<file path="config.mk">
export PLATFORM = sky130hd
export DESIGN_NAME = idio_top
export DESIGN_NICKNAME = d
export VERILOG_FILES = /design/src/shared/idio_pkg.sv /design/src/shared/idio_wr_if.sv /design/src/rtl/idio_top.sv /design/src/rtl/idio_status.sv /design/src/rtl/idio_relay.sv
export VERILOG_INCLUDE_DIRS = /design/src /design/src/shared
export SDC_FILE = /design/constraint.sdc
export NUM_CORES = 1
export LEC_CHECK = 0
export ABC_AREA = 1
export BUFFER_PORTS_ARGS = -buffer_cell sky130_fd_sc_hd__buf_2
export CAP_MARGIN = 20
export CORE_UTILIZATION = 50
export DETAILED_ROUTE_END_ITERATION = 12
export PLACE_DENSITY_LB_ADDON = 0.05
export SYNTH_ARGS = -nofsm -noshare
export SYNTH_HDL_FRONTEND = slang
export SYNTH_SLANG_ARGS = --single-unit
</file>
<file path="constraint.sdc">
create_clock -name sys_clk -period 4.96 [get_ports sys_clk]
set_input_delay 0.992 -clock sys_clk [delete_from_list [all_inputs] [get_ports sys_clk]]
set_output_delay 0.992 -clock sys_clk [all_outputs]
set_load 0.005 [all_outputs]
</file>
<file path="src/shared/idio_regs.svh">
// offsets, field positions, reset values and timing counts of the digital i/o block
`ifndef IDIO_REGS_SVH
`define IDIO_REGS_SVH
`define IDIO_ADDR_W          10
`define IDIO_ADDR_CTRL_LO    10'h321
`define IDIO_ADDR_INTERNAL   10'h322
`define IDIO_ADDR_STATUS_A   10'h323
`define IDIO_ADDR_STATUS_B   10'h324
`define IDIO_ADDR_CTRL_HI    10'h325
`define IDIO_IN_PAD          2'h3
`define IDIO_UNMAPPED_RD     8'hff
`define IDIO_RST_OUT8        8'hff
`define IDIO_RST_OUT4        4'hf
`define IDIO_RST_RELAY       16'hffff
`define IDIO_RLY_SAFE        16'hffff
`define IDIO_ST_HEALTHY      0
`define IDIO_ST_SEQ          2
`define IDIO_ST_DIAG         3
`define IDIO_ST_THERMAL      4
`define IDIO_ST_PRESSURE     5
`define IDIO_RLY_WATCHDOG    0
`define IDIO_RLY_VENT        1
`define IDIO_RLY_TUBE2_HEAT  2
`define IDIO_RLY_BYPASS      5
`define IDIO_RLY_METER_REF   6
`define IDIO_RLY_OZONE_SRC   7
`define IDIO_RLY_PUMP        8
`define IDIO_RLY_DIVERSION   9
`define IDIO_RLY_OUT_B       10
`define IDIO_RLY_TUBE1_VALVE 11
`define IDIO_RLY_TUBE2_VALVE 12
`define IDIO_RLY_TUBE1_HEAT  13
`define IDIO_RLY_METER_LAMP  14
`define IDIO_RLY_OZONE_LAMP  15
`define IDIO_RLY_VALVE_MASK  16'h1ea2
`define IDIO_RLY_HEAT_MASK   16'he004
`define IDIO_WD_TIME_S       5
`define IDIO_CLK_HZ          40000000
`define IDIO_WD_CYCLES       (`IDIO_WD_TIME_S * `IDIO_CLK_HZ)
`endif

</file>
<file path="src/shared/idio_pkg.sv">
// types and decode helper of the digital i/o block
`default_nettype none
package idio_pkg;
  typedef logic [7:0]  idio_byte_t;
  typedef logic [15:0] idio_word_t;
  typedef logic [9:0]  idio_addr_t;
  typedef enum logic [2:0] {
    IDIO_WD_IDLE = 3'b001,
    IDIO_WD_RUN  = 3'b010,
    IDIO_WD_TRIP = 3'b100
  } idio_wd_e;
  function automatic logic idio_hit(input idio_addr_t a, input idio_addr_t o);
    return a == o;
  endfunction : idio_hit
endpackage : idio_pkg
`default_nettype wire

</file>
<file path="src/shared/idio_wr_if.sv">
// write channel from the port decoder or the relay word inputs to the output register modules
`timescale 1ns/1ps
`default_nettype none
interface idio_wr_if #(parameter int W = 8);
  logic         we;
  logic [W-1:0] data;
  modport src (output we, output data);
  modport dst (input we, input data);
endinterface : idio_wr_if
`default_nettype wire

</file>
<file path="src/rtl/idio_top.sv">
// digital i/o ports: control in/out, internal, status and relay board word
`timescale 1ns/1ps
`default_nettype none
`include "idio_regs.svh"
module idio_top #(
  parameter int unsigned WD_CYCLES = `IDIO_WD_CYCLES
) (
  input  wire logic                  sys_clk,              // 40 mhz clock
  input  wire logic                  rstn,                 // async reset, low
  input  wire idio_pkg::idio_addr_t  io_addr,              // port address
  input  wire idio_pkg::idio_byte_t  io_wdata,             // write data
  input  wire logic                  io_wr,                // write strobe
  input  wire logic                  io_rd,                // read strobe
  output idio_pkg::idio_byte_t       io_rdata,             // read data
  output logic                       io_rvalid,            // read data valid
  input  wire logic [5:0]            ctrl_in_lo_n,         // inputs 1-6
  input  wire logic [5:0]            ctrl_in_hi_n,         // inputs 7-12
  input  wire idio_pkg::idio_byte_t  int_in,               // spare inputs
  output idio_pkg::idio_byte_t       ctrl_out_lo_n,        // outputs 1-8
  output logic [3:0]                 ctrl_out_hi_n,        // outputs 9-12
  output idio_pkg::idio_byte_t       int_out,              // spare outputs
  output logic                       healthy_flag_n,       // low when healthy
  output logic                       sequence_running_n,   // low in sequence
  output logic                       diagnostics_active_n, // low in diag mode
  output logic                       thermal_alarm_n,      // low on temp alarm
  output logic                       pressure_fault_n,     // low on press alarm
  output logic [2:0]                 status_a_spare,       // bits 7,6,1
  output idio_pkg::idio_byte_t       status_b,             // spare status byte
  input  wire logic                  relay_we,             // relay word write
  input  wire idio_pkg::idio_word_t  relay_wdata,          // relay word
  output idio_pkg::idio_word_t       relay_drive_n,        // relay drives
  output logic                       relay_wd_trip         // watchdog expired
);
  import idio_pkg::*;

  logic       hit_lo, hit_int, hit_sa, hit_sb, hit_hi;
  idio_byte_t out_lo_q, out_lo_d, int_out_q, int_out_d;
  logic [3:0] out_hi_q, out_hi_d;
  idio_byte_t rdata_q, rdata_d;
  logic       rvalid_q, rvalid_d;
  idio_byte_t status_a;

  always_comb begin
    hit_lo  = idio_hit(io_addr, `IDIO_ADDR_CTRL_LO);
    hit_int = idio_hit(io_addr, `IDIO_ADDR_INTERNAL);
    hit_sa  = idio_hit(io_addr, `IDIO_ADDR_STATUS_A);
    hit_sb  = idio_hit(io_addr, `IDIO_ADDR_STATUS_B);
    hit_hi  = idio_hit(io_addr, `IDIO_ADDR_CTRL_HI);
  end

  // output port registers; written values drive the pins unchanged
  always_comb begin
    out_lo_d  = (io_wr && hit_lo) ? io_wdata : out_lo_q;
    out_hi_d  = (io_wr && hit_hi) ? io_wdata[3:0] : out_hi_q;
    int_out_d = (io_wr && hit_int) ? io_wdata : int_out_q;
  end

  // outputs come up de-asserted so nothing external is driven before firmware runs
  always_ff @(posedge sys_clk or negedge rstn) begin
    if (!rstn) begin
      out_lo_q  <= `IDIO_RST_OUT8;
      out_hi_q  <= `IDIO_RST_OUT4;
      int_out_q <= `IDIO_RST_OUT8;
    end else begin
      out_lo_q  <= out_lo_d;
      out_hi_q  <= out_hi_d;
      int_out_q <= int_out_d;
    end
  end

  // read path; status ports are write only and read as the unmapped value
  always_comb begin
    rvalid_d = io_rd;
    rdata_d  = rdata_q;
    if (io_rd) begin
      if (hit_lo) begin
        rdata_d = {`IDIO_IN_PAD, ctrl_in_lo_n};
      end else if (hit_hi) begin
        rdata_d = {`IDIO_IN_PAD, ctrl_in_hi_n};
      end else if (hit_int) begin
        rdata_d = int_in;
      end else begin
        rdata_d = `IDIO_UNMAPPED_RD;
      end
    end
  end

  always_ff @(posedge sys_clk or negedge rstn) begin
    if (!rstn) begin
      rdata_q  <= `IDIO_UNMAPPED_RD;
      rvalid_q <= 1'b0;
    end else begin
      rdata_q  <= rdata_d;
      rvalid_q <= rvalid_d;
    end
  end

  idio_wr_if #(.W(8))  st_a_if ();
  idio_wr_if #(.W(8))  st_b_if ();
  idio_wr_if #(.W(16)) rly_if ();

  assign st_a_if.we   = io_wr && hit_sa;
  assign st_a_if.data = io_wdata;
  assign st_b_if.we   = io_wr && hit_sb;
  assign st_b_if.data = io_wdata;
  assign rly_if.we    = relay_we;
  assign rly_if.data  = relay_wdata;

  idio_status u_status (
    .sys_clk  (sys_clk),
    .rstn     (rstn),
    .wr_a     (st_a_if),
    .wr_b     (st_b_if),
    .status_a (status_a),
    .status_b (status_b)
  );

  idio_relay #(.WD_CYCLES(WD_CYCLES)) u_relay (
    .sys_clk    (sys_clk),
    .rstn       (rstn),
    .wr         (rly_if),
    .drive      (relay_drive_n),
    .wd_tripped (relay_wd_trip)
  );

  assign io_rdata             = rdata_q;
  assign io_rvalid            = rvalid_q;
  assign ctrl_out_lo_n        = out_lo_q;
  assign ctrl_out_hi_n        = out_hi_q;
  assign int_out              = int_out_q;
  // firmware owns the meaning; the block only holds and drives the levels
  assign healthy_flag_n       = status_a[`IDIO_ST_HEALTHY];
  assign sequence_running_n   = status_a[`IDIO_ST_SEQ];
  assign diagnostics_active_n = status_a[`IDIO_ST_DIAG];
  assign thermal_alarm_n      = status_a[`IDIO_ST_THERMAL];
  assign pressure_fault_n     = status_a[`IDIO_ST_PRESSURE];
  assign status_a_spare       = {status_a[7:6], status_a[1]};

  property p_rd_lo;
    @(posedge sys_clk) disable iff (!rstn)
      (io_rd && hit_lo) |=> io_rvalid && io_rdata == {2'b11, $past(ctrl_in_lo_n)};
  endproperty
  a_rd_lo: assert property (p_rd_lo) else $error("low input port read wrong");

  property p_rd_hi;
    @(posedge sys_clk) disable iff (!rstn)
      (io_rd && hit_hi) |=> io_rvalid && io_rdata[7:6] == 2'b11 &&
        io_rdata[5:0] == $past(ctrl_in_hi_n);
  endproperty
  a_rd_hi: assert property (p_rd_hi) else $error("high input port read wrong");

  property p_wr_lo;
    @(posedge sys_clk) disable iff (!rstn)
      (io_wr && hit_lo) |=> ctrl_out_lo_n == $past(io_wdata) ##1
        (ctrl_out_lo_n == $past(ctrl_out_lo_n) || $past(io_wr));
  endproperty
  a_wr_lo: assert property (p_wr_lo) else $error("low output port not held");

  property p_wr_hi;
    @(posedge sys_clk) disable iff (!rstn)
      (io_wr && hit_hi) |=> ctrl_out_hi_n == $past(io_wdata[3:0]) && $stable(ctrl_out_lo_n);
  endproperty
  a_wr_hi: assert property (p_wr_hi) else $error("high output port write wrong");

  property p_internal;
    @(posedge sys_clk) disable iff (!rstn)
      (io_wr && hit_int) |=> int_out == $past(io_wdata) && $stable(ctrl_out_hi_n);
  endproperty
  a_internal: assert property (p_internal) else $error("internal output write wrong");

  property p_int_rd;
    @(posedge sys_clk) disable iff (!rstn)
      (io_rd && hit_int) |=> io_rdata == $past(int_in);
  endproperty
  a_int_rd: assert property (p_int_rd) else $error("internal input read wrong");

  property p_healthy;
    @(posedge sys_clk) disable iff (!rstn)
      (io_wr && hit_sa) |=> healthy_flag_n == $past(io_wdata[0]);
  endproperty
  a_healthy: assert property (p_healthy) else $error("healthy flag not driven");

  property p_sequence;
    @(posedge sys_clk) disable iff (!rstn)
      (io_wr && hit_sa && !io_wdata[2]) |=> !sequence_running_n;
  endproperty
  a_sequence: assert property (p_sequence) else $error("sequence flag not driven");

  property p_diag;
    @(posedge sys_clk) disable iff (!rstn)
      (io_wr && hit_sa) |=> diagnostics_active_n == $past(io_wdata[3]);
  endproperty
  a_diag: assert property (p_diag) else $error("diagnostic flag not driven");

  property p_thermal;
    @(posedge sys_clk) disable iff (!rstn)
      (io_wr && hit_sa) |=> thermal_alarm_n == $past(io_wdata[4]);
  endproperty
  a_thermal: assert property (p_thermal) else $error("thermal flag not driven");

  property p_pressure;
    @(posedge sys_clk) disable iff (!rstn)
      (io_wr && hit_sa) |=> pressure_fault_n == $past(io_wdata[5]) &&
        status_a_spare == {$past(io_wdata[7:6]), $past(io_wdata[1])};
  endproperty
  a_pressure: assert property (p_pressure) else $error("pressure flag not driven");

  property p_status_b;
    @(posedge sys_clk) disable iff (!rstn)
      (io_wr && hit_sb) |=> status_b == $past(io_wdata) && $stable(healthy_flag_n);
  endproperty
  a_status_b: assert property (p_status_b) else $error("status b write wrong");

  property p_unmapped;
    @(posedge sys_clk) disable iff (!rstn)
      (io_rd && !(hit_lo || hit_hi || hit_int)) |=> io_rdata == 8'hff;
  endproperty
  a_unmapped: assert property (p_unmapped) else $error("unmapped read not all ones");

  // valid follows each read strobe one cycle later and stays high as many cycles as the strobe
  property p_rvalid;
    @(posedge sys_clk) disable iff (!rstn)
      io_rvalid == $past(io_rd);
  endproperty
  a_rvalid: assert property (p_rvalid) else $error("read valid not one cycle after read");

  // read data must hold between reads so a slow host can still pick it up
  property p_rd_hold;
    @(posedge sys_clk) disable iff (!rstn)
      !io_rd |=> $stable(io_rdata);
  endproperty
  a_rd_hold: assert property (p_rd_hold) else $error("read data moved without a read");
endmodule : idio_top
`default_nettype wire

</file>
<file path="src/rtl/idio_status.sv">
// status output ports a and b
`timescale 1ns/1ps
`default_nettype none
`include "idio_regs.svh"
module idio_status (
  input  wire logic        sys_clk,   // system clock
  input  wire logic        rstn,      // async reset, low
  idio_wr_if.dst           wr_a,      // status port a write
  idio_wr_if.dst           wr_b,      // status port b write
  output idio_pkg::idio_byte_t status_a, // port a pins
  output idio_pkg::idio_byte_t status_b  // port b pins
);
  import idio_pkg::*;
  idio_byte_t a_q, a_d, b_q, b_d;

  always_comb begin
    a_d = wr_a.we ? wr_a.data : a_q;
    b_d = wr_b.we ? wr_b.data : b_q;
  end

  // reset to all ones: reports unhealthy and no activity until firmware speaks
  always_ff @(posedge sys_clk or negedge rstn) begin
    if (!rstn) begin
      a_q <= `IDIO_RST_OUT8;
      b_q <= `IDIO_RST_OUT8;
    end else begin
      a_q <= a_d;
      b_q <= b_d;
    end
  end

  assign status_a = a_q;
  assign status_b = b_q;
endmodule : idio_status
`default_nettype wire

</file>
<file path="src/rtl/idio_relay.sv">
// relay board output word with watchdog fallback
`timescale 1ns/1ps
`default_nettype none
`include "idio_regs.svh"
module idio_relay #(
  parameter int unsigned WD_CYCLES = `IDIO_WD_CYCLES
) (
  input  wire logic        sys_clk,     // system clock
  input  wire logic        rstn,        // async reset, low
  idio_wr_if.dst           wr,          // relay word write
  output idio_pkg::idio_word_t drive,   // relay board drives, low active
  output logic             wd_tripped   // watchdog expired
);
  import idio_pkg::*;
  localparam int CW = $clog2(WD_CYCLES + 1);
  localparam logic [CW-1:0] LIM = CW'(WD_CYCLES - 1);

  idio_wd_e   st_q, st_d;
  idio_word_t word_q, word_d, drive_q, drive_d;
  logic       wd_q, wd_d, toggle;
  logic [CW-1:0] cnt_q, cnt_d;

  always_comb begin
    toggle = wr.we && ((wr.data[`IDIO_RLY_WATCHDOG] != wd_q) || (st_q == IDIO_WD_IDLE));
    word_d = wr.we ? wr.data : word_q;
    wd_d   = wr.we ? wr.data[`IDIO_RLY_WATCHDOG] : wd_q;
    cnt_d  = cnt_q;
    st_d   = st_q;
    // a toggle in the expiry cycle still counts: far side met its deadline
    case (st_q)
      IDIO_WD_IDLE: if (toggle) begin
        st_d  = IDIO_WD_RUN;
        cnt_d = '0;
      end
      IDIO_WD_RUN: if (toggle) begin
        cnt_d = '0;
      end else if (cnt_q == LIM) begin
        st_d = IDIO_WD_TRIP;
      end else begin
        cnt_d = cnt_q + 1'b1;
      end
      IDIO_WD_TRIP: if (toggle) begin
        st_d  = IDIO_WD_RUN;
        cnt_d = '0;
      end
      default: st_d = IDIO_WD_IDLE;
    endcase
    drive_d = (st_d == IDIO_WD_TRIP) ? `IDIO_RLY_SAFE : word_d;
  end

  always_ff @(posedge sys_clk or negedge rstn) begin
    if (!rstn) begin
      st_q    <= IDIO_WD_IDLE;
      word_q  <= `IDIO_RST_RELAY;
      drive_q <= `IDIO_RST_RELAY;
      wd_q    <= 1'b1;
      cnt_q   <= '0;
    end else begin
      st_q    <= st_d;
      word_q  <= word_d;
      drive_q <= drive_d;
      wd_q    <= wd_d;
      cnt_q   <= cnt_d;
    end
  end

  assign drive      = drive_q;
  assign wd_tripped = (st_q == IDIO_WD_TRIP);

  property p_valves;
    @(posedge sys_clk) disable iff (!rstn)
      (wr.we && st_d != IDIO_WD_TRIP) |=>
        ((drive & `IDIO_RLY_VALVE_MASK) == ($past(wr.data) & `IDIO_RLY_VALVE_MASK));
  endproperty
  a_valves: assert property (p_valves) else $error("valve bits not passed");

  property p_heaters;
    @(posedge sys_clk) disable iff (!rstn)
      (wr.we && st_d != IDIO_WD_TRIP) |=>
        ((drive & `IDIO_RLY_HEAT_MASK) == ($past(wr.data) & `IDIO_RLY_HEAT_MASK));
  endproperty
  a_heaters: assert property (p_heaters) else $error("heater bits not passed");

  property p_meter_ref;
    @(posedge sys_clk) disable iff (!rstn)
      (wr.we && !wr.data[`IDIO_RLY_METER_REF] && st_d != IDIO_WD_TRIP) |=>
        !drive[`IDIO_RLY_METER_REF];
  endproperty
  a_meter_ref: assert property (p_meter_ref) else $error("reference select lost");

  property p_pump;
    @(posedge sys_clk) disable iff (!rstn)
      (wr.we && st_d != IDIO_WD_TRIP) |=>
        drive[`IDIO_RLY_PUMP] == $past(wr.data[`IDIO_RLY_PUMP]);
  endproperty
  a_pump: assert property (p_pump) else $error("pump bit not passed");

  property p_fallback;
    @(posedge sys_clk) disable iff (!rstn)
      (st_q == IDIO_WD_RUN && cnt_q == LIM && !toggle) |=>
        (drive == `IDIO_RLY_SAFE && wd_tripped) [*2];
  endproperty
  a_fallback: assert property (p_fallback) else $error("no fallback on expiry");
endmodule : idio_relay
`default_nettype wire

</file>
==> impl_metrics.xml, run 1 <==
<?xml version="1.0" encoding="UTF-8"?>
<metrics>
  <group name="power">
    <metric name="power-per-cell-area" unit="mW/mm2">286</metric>
    <metric name="max-vdd-ir-drop" unit="mV">0.248</metric>
    <metric name="design_power_total" unit="uW">1810</metric>
    <metric name="leakagePower" unit="uW">0.00311</metric>
  </group>
  <group name="clock_tree">
    <metric name="clock-root-buffer" unit="">sky130_fd_sc_hd__clkbuf_8</metric>
    <metric name="clkLatencyLatePin" unit="ns">0.38</metric>
    <metric name="cts-buffers-inserted" unit="">9</metric>
    <metric name="cts-root-to-sink-buffers" unit="">2</metric>
    <metric name="cts_sinks" unit="">109</metric>
    <metric name="cts_hold_buffers" unit="">0</metric>
    <metric name="htreeDepth" unit="">3</metric>
    <metric name="worst_setup_hold_path_clk_slew" unit="ns">0.10</metric>
    <metric name="postCtsResizedCells" unit="">0</metric>
    <metric name="post_cts_buffers" unit="">0</metric>
    <metric name="cts_tree" unit="">yes</metric>
  </group>
  <group name="worst_setup_path">
    <metric name="cp-start-kind" unit="">input pin</metric>
    <metric name="critPathRequiredTime" unit="ns">5.24</metric>
    <metric name="critical-path-top-cell-by-count" unit="">sky130_fd_sc_hd__nand2_1</metric>
    <metric name="critPathTopFamily" unit="">simple AND/OR/NAND/NOR gates</metric>
    <metric name="worst_setup_path_class" unit="">in -&gt; reg</metric>
    <metric name="worstPathCellList" unit="">buf_2 -&gt; nand2_2 -&gt; nand2_1 -&gt; inv_1 -&gt; nand2_1 -&gt; nor2_1 -&gt; nand2_1 -&gt; nand2_1</metric>
    <metric name="worst_path_largest_cell_delay" unit="ns">0.64</metric>
    <metric name="worst-path-max-fanout" unit="">23</metric>
    <metric name="critical_path_buf_inv_count" unit="">2</metric>
    <metric name="worst_setup_end_kind" unit="">flop</metric>
    <metric name="arrival" unit="ns">2.70</metric>
    <metric name="crit_slowest_cell" unit="">sky130_fd_sc_hd__nand2_1</metric>
  </group>
  <group name="sta">
    <metric name="slew_violations" unit="">0</metric>
    <metric name="setup-tns-final" unit="ns">0</metric>
    <metric name="maxClockFrequency" unit="GHz">0.413</metric>
    <metric name="finalHoldViolCount" unit="">0</metric>
    <metric name="grt_setup_unrepaired" unit="">no</metric>
    <metric name="fin_crit" unit="ns">2.42</metric>
    <metric name="finalClockSkew" unit="ns">0.0112</metric>
    <metric name="setup_viol_count_final" unit="">0</metric>
    <metric name="portion_of_the_clock_cycle_consumed_by_the_worst_path_in_the_final_layout" unit="">0.489</metric>
    <metric name="tightestPinTransition" unit="ns">0.977</metric>
    <metric name="slew_headroom" unit="">0.348</metric>
  </group>
  <group name="final_layout">
    <metric name="fill_cells" unit="">978</metric>
    <metric name="layout.nets" unit="">888</metric>
    <metric name="area.growth.synth_to_final" unit="%">15.7</metric>
    <metric name="design_area" unit="mm2">0.00632</metric>
    <metric name="diodes" unit="">0</metric>
    <metric name="layout-drive-gt1-share" unit="">0.295</metric>
    <metric name="post_layout_utilization_of_the_core" unit="">0.604</metric>
  </group>
  <group name="detailed_routing">
    <metric name="routedWlPerCell" unit="um">12.8</metric>
    <metric name="via_count_of_the_routed_design" unit="">4713</metric>
    <metric name="detail_route_antenna_nets" unit="">0</metric>
    <metric name="post-route-drc-count" unit="">0</metric>
    <metric name="vias_per_cell" unit="">4.86</metric>
    <metric name="drt_iter0_drc" unit="">346</metric>
    <metric name="number_of_iterations_in_the_first_detailed_routing_pass" unit="">5</metric>
    <metric name="routed_wl" unit="um">12400</metric>
  </group>
  <group name="logic_synthesis">
    <metric name="edff_count_synth" unit="">0</metric>
    <metric name="synth.yosys.warnings" unit="">0</metric>
    <metric name="synth_top_cells_by_area" unit="">sky130_fd_sc_hd__dfstp_2 (38%), sky130_fd_sc_hd__nand2_1 (17%), sky130_fd_sc_hd__dfrtp_1 (14%)</metric>
    <metric name="synth_seq_cells" unit="">109</metric>
    <metric name="synthesis.nets" unit="">772</metric>
    <metric name="synthDominantCellAreaShare" unit="">0.375</metric>
    <metric name="synthCells" unit="">712</metric>
    <metric name="synth.distinct_cells" unit="">29</metric>
    <metric name="synth.most_common_cell" unit="">sky130_fd_sc_hd__nand2_1</metric>
    <metric name="async_reset_ff_frac" unit="">1.00</metric>
    <metric name="synth.cells.most_frequent" unit="">sky130_fd_sc_hd__nand2_1 (250), sky130_fd_sc_hd__nor2_1 (92), sky130_fd_sc_hd__inv_1 (87), sky130_fd_sc_hd__dfstp_2 (78), sky130_fd_sc_hd__o21ai_0 (45)</metric>
    <metric name="synth_flop_cell" unit="">sky130_fd_sc_hd__dfstp_2</metric>
    <metric name="cell_area_synth" unit="mm2">0.00546</metric>
    <metric name="post_synth.cell_area_avg" unit="um2">7.67</metric>
    <metric name="synth_sequential_area_ratio" unit="">0.517</metric>
    <metric name="synth_area_leader_cell" unit="">sky130_fd_sc_hd__dfstp_2</metric>
  </group>
  <group name="floorplan">
    <metric name="die_w" unit="um">107</metric>
    <metric name="row_count" unit="">37</metric>
    <metric name="die_height" unit="um">107</metric>
    <metric name="initial_core_util" unit="">0.522</metric>
    <metric name="floorplan.die_area" unit="mm2">0.0113</metric>
    <metric name="floorplan.core_area" unit="mm2">0.0105</metric>
    <metric name="ios" unit="">121</metric>
  </group>
  <group name="placement">
    <metric name="gp_congestion" unit="">0.918</metric>
    <metric name="numPortBuffers" unit="">120</metric>
    <metric name="dp_hpwl" unit="um">8870</metric>
    <metric name="placement.cell_area" unit="mm2">0.00615</metric>
  </group>
  <group name="grt">
    <metric name="grt_first_pass_wirelength" unit="um">20900</metric>
    <metric name="global_route.overflow_total" unit="">0</metric>
    <metric name="all_layer_global_routing_usage" unit="">0.234</metric>
    <metric name="via_count_of_the_first_global_routing_pass" unit="">4425</metric>
    <metric name="grt_start_max_net_pins" unit="">79</metric>
    <metric name="number_of_antenna_violations_at_the_first_check_in_global_routing" unit="">0</metric>
  </group>
  <group name="hold_path">
    <metric name="holdCritPathClass" unit="">reg -&gt; reg</metric>
  </group>
  <group name="job">
    <metric name="max_cap_viols" unit="">0</metric>
  </group>
  <group name="run_status">
    <metric name="outcome" unit="">complete, no violations</metric>
  </group>
</metrics>
[worst paths after layout]
path	start	end	slack [ns]	depth (start not counted)
worst max register to register	u_relay.st_q[0]$_DFF_PN1_	u_relay.cnt_q[14]$_DFFE_PN0P_	2.72	9
max in group asynchronous	rstn	u_relay.drive[15]$_DFF_PN1_	3.21	2
worst min-delay path	io_rdata[6]$_DFFE_PN1P_	io_rdata[6]$_DFFE_PN1P_	0.47	2
worst min register to register	io_rdata[6]$_DFFE_PN1P_	io_rdata[6]$_DFFE_PN1P_	0.47	2
min in group asynchronous	rstn	u_relay.cnt_q[5]$_DFFE_PN0P_	0.76	1
worst max-delay path	relay_we	u_relay.cnt_q[14]$_DFFE_PN0P_	2.54	8
[where the power goes]
part / internal (uW) / switching [uW] / leakage (uW) / total [uW]
Clock: 189 / 301 / 0.0000869 / 490
Sequential: 960 / 24.9 / 0.00124 / 985
Combinational: 85.0 / 251 / 0.00178 / 336
[metrics by stage]
step | instances | worst slack (ns) | hold slack (ns)
after floorplan | 712 | 2.90 | 0.457
after global placement | 952 | 1.77 | 0.459
after detailed placement | 953 | 2.13 | 0.463
after CTS | 969 | 2.55 | 0.479
after global routing | 969 | 2.38 | 0.492
final | 969 | 2.54 | 0.474
[cell type report]
cell class,instances,area (um2),area share
clock buffer,12,135,0.0214
clock inverter,4,33.8,0.00535
inverter,90,338,0.0535
multi-input combinational,496,2200,0.348
sequential,109,2830,0.447
tap,136,170,0.0269
timing repair buffer,122,616,0.0974
[per-layer routing]
metal	part of all wire	global-route usage	vias up
met5	0	0	-
met4	0.017	0.0753	0
met3	0.052	0.0625	19
met2	0.46	0.370	123
met1	0.47	0.313	2158
li1	-	-	2413
[registers in the layout, indices dropped and copies added, names as in the netlist]
signal,flops
u_status.status_a,8
u_relay.wd_q,1
ctrl_out_hi_n,4
u_relay.word_q,16
ctrl_out_lo_n,8
io_rdata,8
u_status.status_b,8
u_relay.st_q,3
u_relay.cnt_q,28
u_relay.drive,16
int_out,8
io_rvalid,1
[kinds of logic after synthesis]
kind of cell	synth area share
simple gates	0.322
flops	0.517
buf+inv	0.0797
compound gates	0.0678
xor+xnor	0.0112
fa+ha+maj	0.00229
[cell usage in the layout (no fill, tap or decap), types with 2 or more instances in the layout]
master	count
sky130_fd_sc_hd__nand3_1	34
sky130_fd_sc_hd__inv_2	3
sky130_fd_sc_hd__inv_1	87
sky130_fd_sc_hd__nand2_2	3
sky130_fd_sc_hd__nand3_2	2
sky130_fd_sc_hd__xor2_1	6
sky130_fd_sc_hd__clkbuf_8	9
sky130_fd_sc_hd__o21ai_1	15
sky130_fd_sc_hd__nand2_4	2
sky130_fd_sc_hd__clkbuf_1	3
sky130_fd_sc_hd__buf_4	2
sky130_fd_sc_hd__nor2_4	3
sky130_fd_sc_hd__dfstp_2	78
sky130_fd_sc_hd__o21ai_0	45
sky130_fd_sc_hd__o22ai_1	2
sky130_fd_sc_hd__nor2_1	92
sky130_fd_sc_hd__buf_2	120
sky130_fd_sc_hd__dfrtp_1	31
sky130_fd_sc_hd__nor3_1	4
sky130_fd_sc_hd__a21oi_1	7
sky130_fd_sc_hd__o21bai_1	3
sky130_fd_sc_hd__nand2_1	250
sky130_fd_sc_hd__or2_2	17
sky130_fd_sc_hd__nand4_1	5
[worst reg2reg max path: stages (launching register included)]
cell,delay (ns)
sky130_fd_sc_hd__dfstp_2,0.58
sky130_fd_sc_hd__nand3_1,0.12
sky130_fd_sc_hd__nand3_1,0.10
sky130_fd_sc_hd__nand2_2,0.11
sky130_fd_sc_hd__nand2_1,0.64
sky130_fd_sc_hd__inv_1,0.27
sky130_fd_sc_hd__nand2_1,0.13
sky130_fd_sc_hd__nor2_1,0.05
sky130_fd_sc_hd__nand2_1,0.07
sky130_fd_sc_hd__nand2_1,0.07
No activity file was read; power rests on OpenSTA's default activity.
==> run 2, diff against run 1 <==
==> constraint.sdc (replaced) <==
create_clock -name sys_clk -period 2.5 [get_ports sys_clk]
set_input_delay 0.5 -clock sys_clk [delete_from_list [all_inputs] [get_ports sys_clk]]
set_output_delay 0.5 -clock sys_clk [all_outputs]
set_load 0.005 [all_outputs]
==> impl_metrics.xml, run 2 (synthesized netlist as in run 1, its figures left out) <==
<?xml version="1.0" encoding="UTF-8"?>
<metrics>
  <group name="power">
    <metric name="max-vdd-ir-drop" unit="mV">0.556</metric>
    <metric name="p_int" unit="uW">2670</metric>
    <metric name="power_frac_comb" unit="">0.181</metric>
    <metric name="reg_power_frac" unit="">0.506</metric>
    <metric name="power_frac_clock" unit="">0.314</metric>
    <metric name="leakagePower" unit="uW">0.00317</metric>
    <metric name="switching_share" unit="">0.310</metric>
    <metric name="power-per-cell-area" unit="mW/mm2">601</metric>
    <metric name="net-switching-power" unit="uW">1200</metric>
  </group>
  <group name="sta">
    <metric name="maxClockFrequency" unit="GHz">0.501</metric>
    <metric name="setup-tns-final" unit="ns">0</metric>
    <metric name="tightestPinTransition" unit="ns">0.632</metric>
    <metric name="slew_violations" unit="">0</metric>
    <metric name="finalHoldViolCount" unit="">0</metric>
    <metric name="portion_of_the_clock_cycle_consumed_by_the_worst_path_in_the_final_layout" unit="">0.798</metric>
    <metric name="finalClockSkew" unit="ns">0.00978</metric>
    <metric name="setup_viol_count_final" unit="">0</metric>
    <metric name="fin_crit" unit="ns">2.00</metric>
    <metric name="grt_setup_unrepaired" unit="">no</metric>
    <metric name="slew_headroom" unit="">0.577</metric>
  </group>
  <group name="final_layout">
    <metric name="post_layout_utilization_of_the_core" unit="">0.615</metric>
    <metric name="diodes" unit="">0</metric>
    <metric name="layout-drive-gt1-share" unit="">0.303</metric>
    <metric name="layout.nets" unit="">893</metric>
    <metric name="largest_register_ffs" unit="">28</metric>
    <metric name="fill_cells" unit="">966</metric>
    <metric name="final_cell_count_no_fill" unit="">974</metric>
    <metric name="layout.cells.most_common_list" unit="">sky130_fd_sc_hd__nand2_1 (250), sky130_fd_sc_hd__buf_2 (119), sky130_fd_sc_hd__nor2_1 (92), sky130_fd_sc_hd__inv_1 (87), sky130_fd_sc_hd__dfstp_2 (78)</metric>
    <metric name="area.growth.synth_to_final" unit="%">17.8</metric>
    <metric name="layout_commonest_cell" unit="">sky130_fd_sc_hd__nand2_1</metric>
    <metric name="largest_register" unit="">u_relay.cnt_q</metric>
  </group>
  <group name="grt">
    <metric name="met3_usage" unit="">0.0558</metric>
    <metric name="number_of_antenna_violations_at_the_first_check_in_global_routing" unit="">0</metric>
    <metric name="globalRoute.busiestLayer" unit="">met2</metric>
    <metric name="grt_first_pass_wirelength" unit="um">21200</metric>
    <metric name="global_route.overflow_total" unit="">0</metric>
    <metric name="via_count_of_the_first_global_routing_pass" unit="">4623</metric>
    <metric name="grt_use_met2" unit="">0.400</metric>
    <metric name="all_layer_global_routing_usage" unit="">0.238</metric>
    <metric name="grt_start_max_net_pins" unit="">46</metric>
    <metric name="met1_usage" unit="">0.307</metric>
  </group>
  <group name="floorplan">
    <metric name="floorplan.die_area" unit="mm2">0.0113</metric>
    <metric name="ios" unit="">121</metric>
    <metric name="floorplan.core_area" unit="mm2">0.0105</metric>
    <metric name="initial_core_util" unit="">0.522</metric>
    <metric name="die_height" unit="um">107</metric>
    <metric name="row_count" unit="">37</metric>
    <metric name="die_w" unit="um">107</metric>
  </group>
  <group name="clock_tree">
    <metric name="cts-buffers-inserted" unit="">9</metric>
    <metric name="clock-root-buffer" unit="">sky130_fd_sc_hd__clkbuf_8</metric>
    <metric name="worst_setup_hold_path_clk_slew" unit="ns">0.11</metric>
    <metric name="cts_sinks" unit="">109</metric>
    <metric name="cts-root-to-sink-buffers" unit="">2</metric>
    <metric name="htreeDepth" unit="">3</metric>
    <metric name="cts_hold_buffers" unit="">0</metric>
    <metric name="cts_tree" unit="">yes</metric>
    <metric name="post_cts_buffers" unit="">0</metric>
    <metric name="postCtsResizedCells" unit="">0</metric>
    <metric name="clkLatencyLatePin" unit="ns">0.38</metric>
  </group>
  <group name="worst_setup_path">
    <metric name="worst-path-max-fanout" unit="">27</metric>
    <metric name="arrival" unit="ns">2.27</metric>
    <metric name="cp-start-kind" unit="">flop</metric>
    <metric name="worst_setup_path_class" unit="">reg -&gt; reg</metric>
    <metric name="reg2reg_slack" unit="ns">0.50</metric>
    <metric name="worst_setup_end_kind" unit="">flop</metric>
    <metric name="critPathRequiredTime" unit="ns">2.77</metric>
  </group>
  <group name="detailed_routing">
    <metric name="routedWlPerCell" unit="um">13.0</metric>
    <metric name="number_of_iterations_in_the_first_detailed_routing_pass" unit="">5</metric>
    <metric name="routed_wl" unit="um">12700</metric>
    <metric name="post-route-drc-count" unit="">0</metric>
    <metric name="drt_iter0_drc" unit="">293</metric>
    <metric name="via_count_of_the_routed_design" unit="">4804</metric>
    <metric name="vias_per_cell" unit="">4.93</metric>
    <metric name="detail_route_antenna_nets" unit="">0</metric>
  </group>
  <group name="hold_path">
    <metric name="holdCritPathClass" unit="">in -&gt; async</metric>
  </group>
  <group name="placement">
    <metric name="numPortBuffers" unit="">120</metric>
    <metric name="placedCellCount" unit="">958</metric>
    <metric name="dp_hpwl" unit="um">9310</metric>
    <metric name="gp_congestion" unit="">0.946</metric>
  </group>
  <group name="run_status">
    <metric name="outcome" unit="">complete, no violations</metric>
  </group>
  <group name="job">
    <metric name="max_cap_viols" unit="">0</metric>
  </group>
</metrics>
run 2: stage by stage:
| stage | area [um2] | setup WS, ns | hold WS (ns) | power, uW |
|---|---|---|---|---|
| 2_1_floorplan | 5460 | 0.888 | 0.204 | 2500 |
| 3_3_place_gp | 6200 | 0.610 | 0.459 | 2670 |
| 3_5_place_dp | 6200 | 0.445 | 0.460 | 2690 |
| 4_1_cts | 6440 | 0.464 | 0.108 | 3930 |
| 5_1_grt | 6440 | 0.287 | 0.130 | 4070 |
| 6_report | 6440 | 0.504 | 0.102 | 3870 |
run 2: path summary, 6_finish.rpt:
path | end | from | cells past startpoint
max | u_relay.cnt_q[25]$_DFFE_PN0P_ | u_relay.cnt_q[0]$_DFFE_PN0P_ | 10
min | u_relay.cnt_q[5]$_DFFE_PN0P_ | rstn | 1
max reg2reg | u_relay.cnt_q[25]$_DFFE_PN0P_ | u_relay.cnt_q[0]$_DFFE_PN0P_ | 10
min reg2reg | io_rdata[6]$_DFFE_PN1P_ | io_rdata[6]$_DFFE_PN1P_ | 2
max in group asynchronous | int_out[6]$_DFFE_PN1P_ | rstn | 2
min in group sys_clk | u_status.status_a[1]$_DFFE_PN1P_ | io_wdata[1] | 3
run 2: worst max-delay path, stage by stage (launching register included):
cell	delay [ns]
sky130_fd_sc_hd__dfrtp_1	0.43
sky130_fd_sc_hd__ha_1	0.23
sky130_fd_sc_hd__nand3_2	0.12
sky130_fd_sc_hd__inv_2	0.10
sky130_fd_sc_hd__nand2_4	0.08
sky130_fd_sc_hd__nor2_4	0.15
sky130_fd_sc_hd__nand3_2	0.10
sky130_fd_sc_hd__nand2_1	0.09
sky130_fd_sc_hd__nand2_2	0.32
sky130_fd_sc_hd__nand2_1	0.19
sky130_fd_sc_hd__nand2_1	0.07
run 2: layout make-up:
| type | count | area (um2) | share of cell area |
|---|---|---|---|
| Tap cell | 136 | 170 | 0.0264 |
| Clock buffer | 9 | 124 | 0.0192 |
| Multi-Input combinational cell | 496 | 2200 | 0.342 |
| Inverter | 90 | 338 | 0.0525 |
| Clock inverter | 7 | 109 | 0.0169 |
| Timing Repair Buffer | 127 | 668 | 0.104 |
| Sequential cell | 109 | 2830 | 0.439 |
run 2: per-layer routing:
| metal | up-vias | share of wire |
|---|---|---|
| li1 | 2436 | - |
| met2 | 116 | 0.49 |
| met5 | - | 0 |
| met4 | 0 | 0.017 |
| met3 | 17 | 0.045 |
| met1 | 2235 | 0.45 |
run 2: power by group through the flow:
stage	Combinational, uW	Sequential [uW]	Clock, uW
6_report	699	1960	1210
4_1_cts	714	1960	1260
5_1_grt	795	1970	1310
3_3_place_gp	691	1980	0
2_1_floorplan	519	1980	0
3_5_place_dp	712	1980	0
==> run 3, diff against run 2 <==
--- a/config.mk
+++ b/config.mk
@@ -9,7 +9,7 @@
 export ABC_AREA = 1
 export BUFFER_PORTS_ARGS = -buffer_cell sky130_fd_sc_hd__buf_2
 export CAP_MARGIN = 20
-export CORE_UTILIZATION = 50
+export CORE_UTILIZATION = 49
 export DETAILED_ROUTE_END_ITERATION = 12
 export PLACE_DENSITY_LB_ADDON = 0.05
 export SYNTH_ARGS = -nofsm -noshare
==> constraint.sdc (replaced) <==
create_clock -name sys_clk -period 1.7 [get_ports sys_clk]
set_input_delay 0.34 -clock sys_clk [delete_from_list [all_inputs] [get_ports sys_clk]]
set_output_delay 0.34 -clock sys_clk [all_outputs]
set_load 0.005 [all_outputs]
==> impl_metrics.xml, run 3 (synthesized netlist as in run 1, its figures left out) <==
<?xml version="1.0" encoding="UTF-8"?>
<metrics>
  <group name="final_layout">
    <metric name="post_layout_utilization_of_the_core" unit="">0.625</metric>
    <metric name="fill_cells" unit="">975</metric>
    <metric name="design_area" unit="mm2">0.00678</metric>
    <metric name="largest_register" unit="">u_relay.cnt_q</metric>
    <metric name="layout_commonest_cell" unit="">sky130_fd_sc_hd__nand2_1</metric>
    <metric name="area_occupied_by_multi_input_gates" unit="mm2">0.00230</metric>
    <metric name="diodes" unit="">0</metric>
    <metric name="layout.cells.most_common_list" unit="">sky130_fd_sc_hd__nand2_1 (248), sky130_fd_sc_hd__buf_2 (119), sky130_fd_sc_hd__nor2_1 (88), sky130_fd_sc_hd__inv_1 (86), sky130_fd_sc_hd__dfstp_2 (78)</metric>
    <metric name="layout-drive-gt1-share" unit="">0.340</metric>
    <metric name="area.growth.synth_to_final" unit="%">24.1</metric>
    <metric name="layout.nets" unit="">925</metric>
    <metric name="largest_register_ffs" unit="">28</metric>
    <metric name="seqCellArea" unit="mm2">0.00283</metric>
  </group>
  <group name="floorplan">
    <metric name="floorplan.die_area" unit="mm2">0.0116</metric>
    <metric name="initial_core_util" unit="">0.504</metric>
    <metric name="floorplan.core_area" unit="mm2">0.0108</metric>
    <metric name="row_count" unit="">38</metric>
    <metric name="die_w" unit="um">108</metric>
    <metric name="die_height" unit="um">108</metric>
    <metric name="ios" unit="">121</metric>
  </group>
  <group name="worst_setup_path">
    <metric name="critPathRequiredTime" unit="ns">1.97</metric>
    <metric name="crit_slowest_cell" unit="">sky130_fd_sc_hd__dfstp_2</metric>
    <metric name="worst_setup_path_class" unit="">reg -&gt; reg</metric>
    <metric name="worst_setup_end_kind" unit="">flop</metric>
    <metric name="critical_path_buf_inv_count" unit="">0</metric>
    <metric name="worst_r2r_path_depth" unit="">7</metric>
    <metric name="worst_path_largest_cell_delay" unit="ns">0.56</metric>
    <metric name="cp-start-kind" unit="">flop</metric>
    <metric name="worst-path-max-fanout" unit="">14</metric>
    <metric name="arrival" unit="ns">1.91</metric>
    <metric name="critPathTopFamily" unit="">simple AND/OR/NAND/NOR gates</metric>
    <metric name="worstPathCellList" unit="">nand3_2 -&gt; nand3_2 -&gt; nand2_4 -&gt; a21oi_4 -&gt; nand2_8 -&gt; nand2_1 -&gt; nand2_1</metric>
    <metric name="critical_path_depth" unit="">7</metric>
  </group>
  <group name="sta">
    <metric name="setup_viol_count_final" unit="">0</metric>
    <metric name="tightestPinTransition" unit="ns">0.455</metric>
    <metric name="finalHoldViolCount" unit="">0</metric>
    <metric name="grt_setup_unrepaired" unit="">yes</metric>
    <metric name="maxClockFrequency" unit="GHz">0.608</metric>
    <metric name="fin_crit" unit="ns">1.64</metric>
    <metric name="portion_of_the_clock_cycle_consumed_by_the_worst_path_in_the_final_layout" unit="">0.967</metric>
    <metric name="finalClockSkew" unit="ns">0.0139</metric>
    <metric name="slew_headroom" unit="">0.696</metric>
    <metric name="slew_violations" unit="">0</metric>
  </group>
  <group name="detailed_routing">
    <metric name="post-route-drc-count" unit="">0</metric>
    <metric name="vias_per_cell" unit="">4.92</metric>
    <metric name="detail_route_antenna_nets" unit="">0</metric>
    <metric name="number_of_iterations_in_the_first_detailed_routing_pass" unit="">5</metric>
    <metric name="via_count_of_the_routed_design" unit="">4966</metric>
    <metric name="routed_wl" unit="um">12900</metric>
    <metric name="drt_iter0_drc" unit="">311</metric>
    <metric name="routedWlPerCell" unit="um">12.8</metric>
  </group>
  <group name="grt">
    <metric name="grt_first_pass_wirelength" unit="um">20800</metric>
    <metric name="all_layer_global_routing_usage" unit="">0.230</metric>
    <metric name="via_count_of_the_first_global_routing_pass" unit="">4554</metric>
    <metric name="grt_start_max_net_pins" unit="">51</metric>
    <metric name="number_of_antenna_violations_at_the_first_check_in_global_routing" unit="">0</metric>
    <metric name="global_route.overflow_total" unit="">0</metric>
  </group>
  <group name="clock_tree">
    <metric name="worst_setup_hold_path_clk_slew" unit="ns">0.10</metric>
    <metric name="cts_sinks" unit="">109</metric>
    <metric name="cts-buffers-inserted" unit="">9</metric>
    <metric name="clock-root-buffer" unit="">sky130_fd_sc_hd__clkbuf_8</metric>
    <metric name="cts-root-to-sink-buffers" unit="">2</metric>
    <metric name="htreeDepth" unit="">3</metric>
    <metric name="clkLatencyLatePin" unit="ns">0.38</metric>
    <metric name="cts_tree" unit="">yes</metric>
  </group>
  <group name="placement">
    <metric name="numPortBuffers" unit="">120</metric>
    <metric name="placement.cell_area" unit="mm2">0.00643</metric>
    <metric name="dp_hpwl" unit="um">9200</metric>
    <metric name="gp_congestion" unit="">0.876</metric>
  </group>
  <group name="power">
    <metric name="power-per-cell-area" unit="mW/mm2">883</metric>
    <metric name="design_power_total" unit="uW">5990</metric>
    <metric name="max-vdd-ir-drop" unit="mV">0.842</metric>
    <metric name="leakagePower" unit="uW">0.00333</metric>
  </group>
  <group name="hold_path">
    <metric name="timing.hold.worst_path_depth" unit="">3</metric>
    <metric name="holdCritPathClass" unit="">in -&gt; reg</metric>
  </group>
  <group name="job">
    <metric name="max_cap_viols" unit="">0</metric>
  </group>
  <group name="run_status">
    <metric name="outcome" unit="">complete, no violations</metric>
  </group>
</metrics>
-- run 3: cell types whose count changed in the layout (fill, tap and decap cells not counted), sizes merged --
cell,before,now
bufinv,2,1
clkinv,3,2
dlygate4sd3,0,1
clkbuf,9,12
buf,127,156
inv,92,91
nand2,255,257
-- run 3: layer usage --
layer  GRT usage  wire length [um]  vias up
li1            -                 -     2493
met1       0.298              5910     2321
met2       0.376              6030      132
met3      0.0515               762       20
met4      0.0890               236        0
met5           0                 0        -
-- run 3: layout make-up --
cell class,count,area share
timing repair buffer,157,0.138
inverter,90,0.0498
clock buffer,12,0.0214
multi-input combinational,498,0.339
tap,140,0.0258
sequential,109,0.417
clock inverter,4,0.00830
-- run 3: worst register-to-register path: stages, from the launching register on --
cell and delay [ns]:
sky130_fd_sc_hd__dfstp_2 0.56, sky130_fd_sc_hd__nand3_2 0.12, sky130_fd_sc_hd__nand3_2 0.10, sky130_fd_sc_hd__nand2_4 0.09
sky130_fd_sc_hd__a21oi_4 0.37, sky130_fd_sc_hd__nand2_8 0.16, sky130_fd_sc_hd__nand2_1 0.09, sky130_fd_sc_hd__nand2_1 0.05
-- run 3: power breakdown --
part           switching, uW  internal (uW)  total [uW]
Sequential              64.8           2800        2860
Combinational            969            557        1530
Clock                    863            734        1600
-- run 3: final timing paths --
kind / from / end / slack (ns)
hold reg to reg: ctrl_out_lo_n[0]$_DFFE_PN1P_ / ctrl_out_lo_n[0]$_DFFE_PN1P_ / 0.48
min in group asynchronous: rstn / io_rvalid$_DFF_PN0_ / 0.33
setup reg to reg: u_relay.st_q[0]$_DFF_PN1_ / u_relay.cnt_q[27]$_DFFE_PN0P_ / 0.06
max in group asynchronous: rstn / u_relay.word_q[12]$_DFF_PN1_ / 0.81
hold / removal: int_in[6] / io_rdata[6]$_DFFE_PN1P_ / 0.20
setup / recovery: u_relay.st_q[0]$_DFF_PN1_ / u_relay.cnt_q[27]$_DFFE_PN0P_ / 0.06
-- run 3: timing repair --
item,CTS,global route
gates cloned,0,2
hold endpoints to repair,9,0
pin swaps,0,7
gates resized for setup,1,20
endpoints found under the setup margin,3,28
setup buffers,0,4
hold buffers,1,0
-- run 3: through the flow --
stage	hold WS, ns	cells	setup WS (ns)	TNS, ns
finish	0.197	1010	0.0562	0
global route	0.205	1010	-0.0466	-0.563
CTS	0.175	1004	0.0324	0
detailed placement	0.193	987	0.00614	0
global placement	0.189	987	0.0616	0
floorplan	0.0444	712	0.0884	0
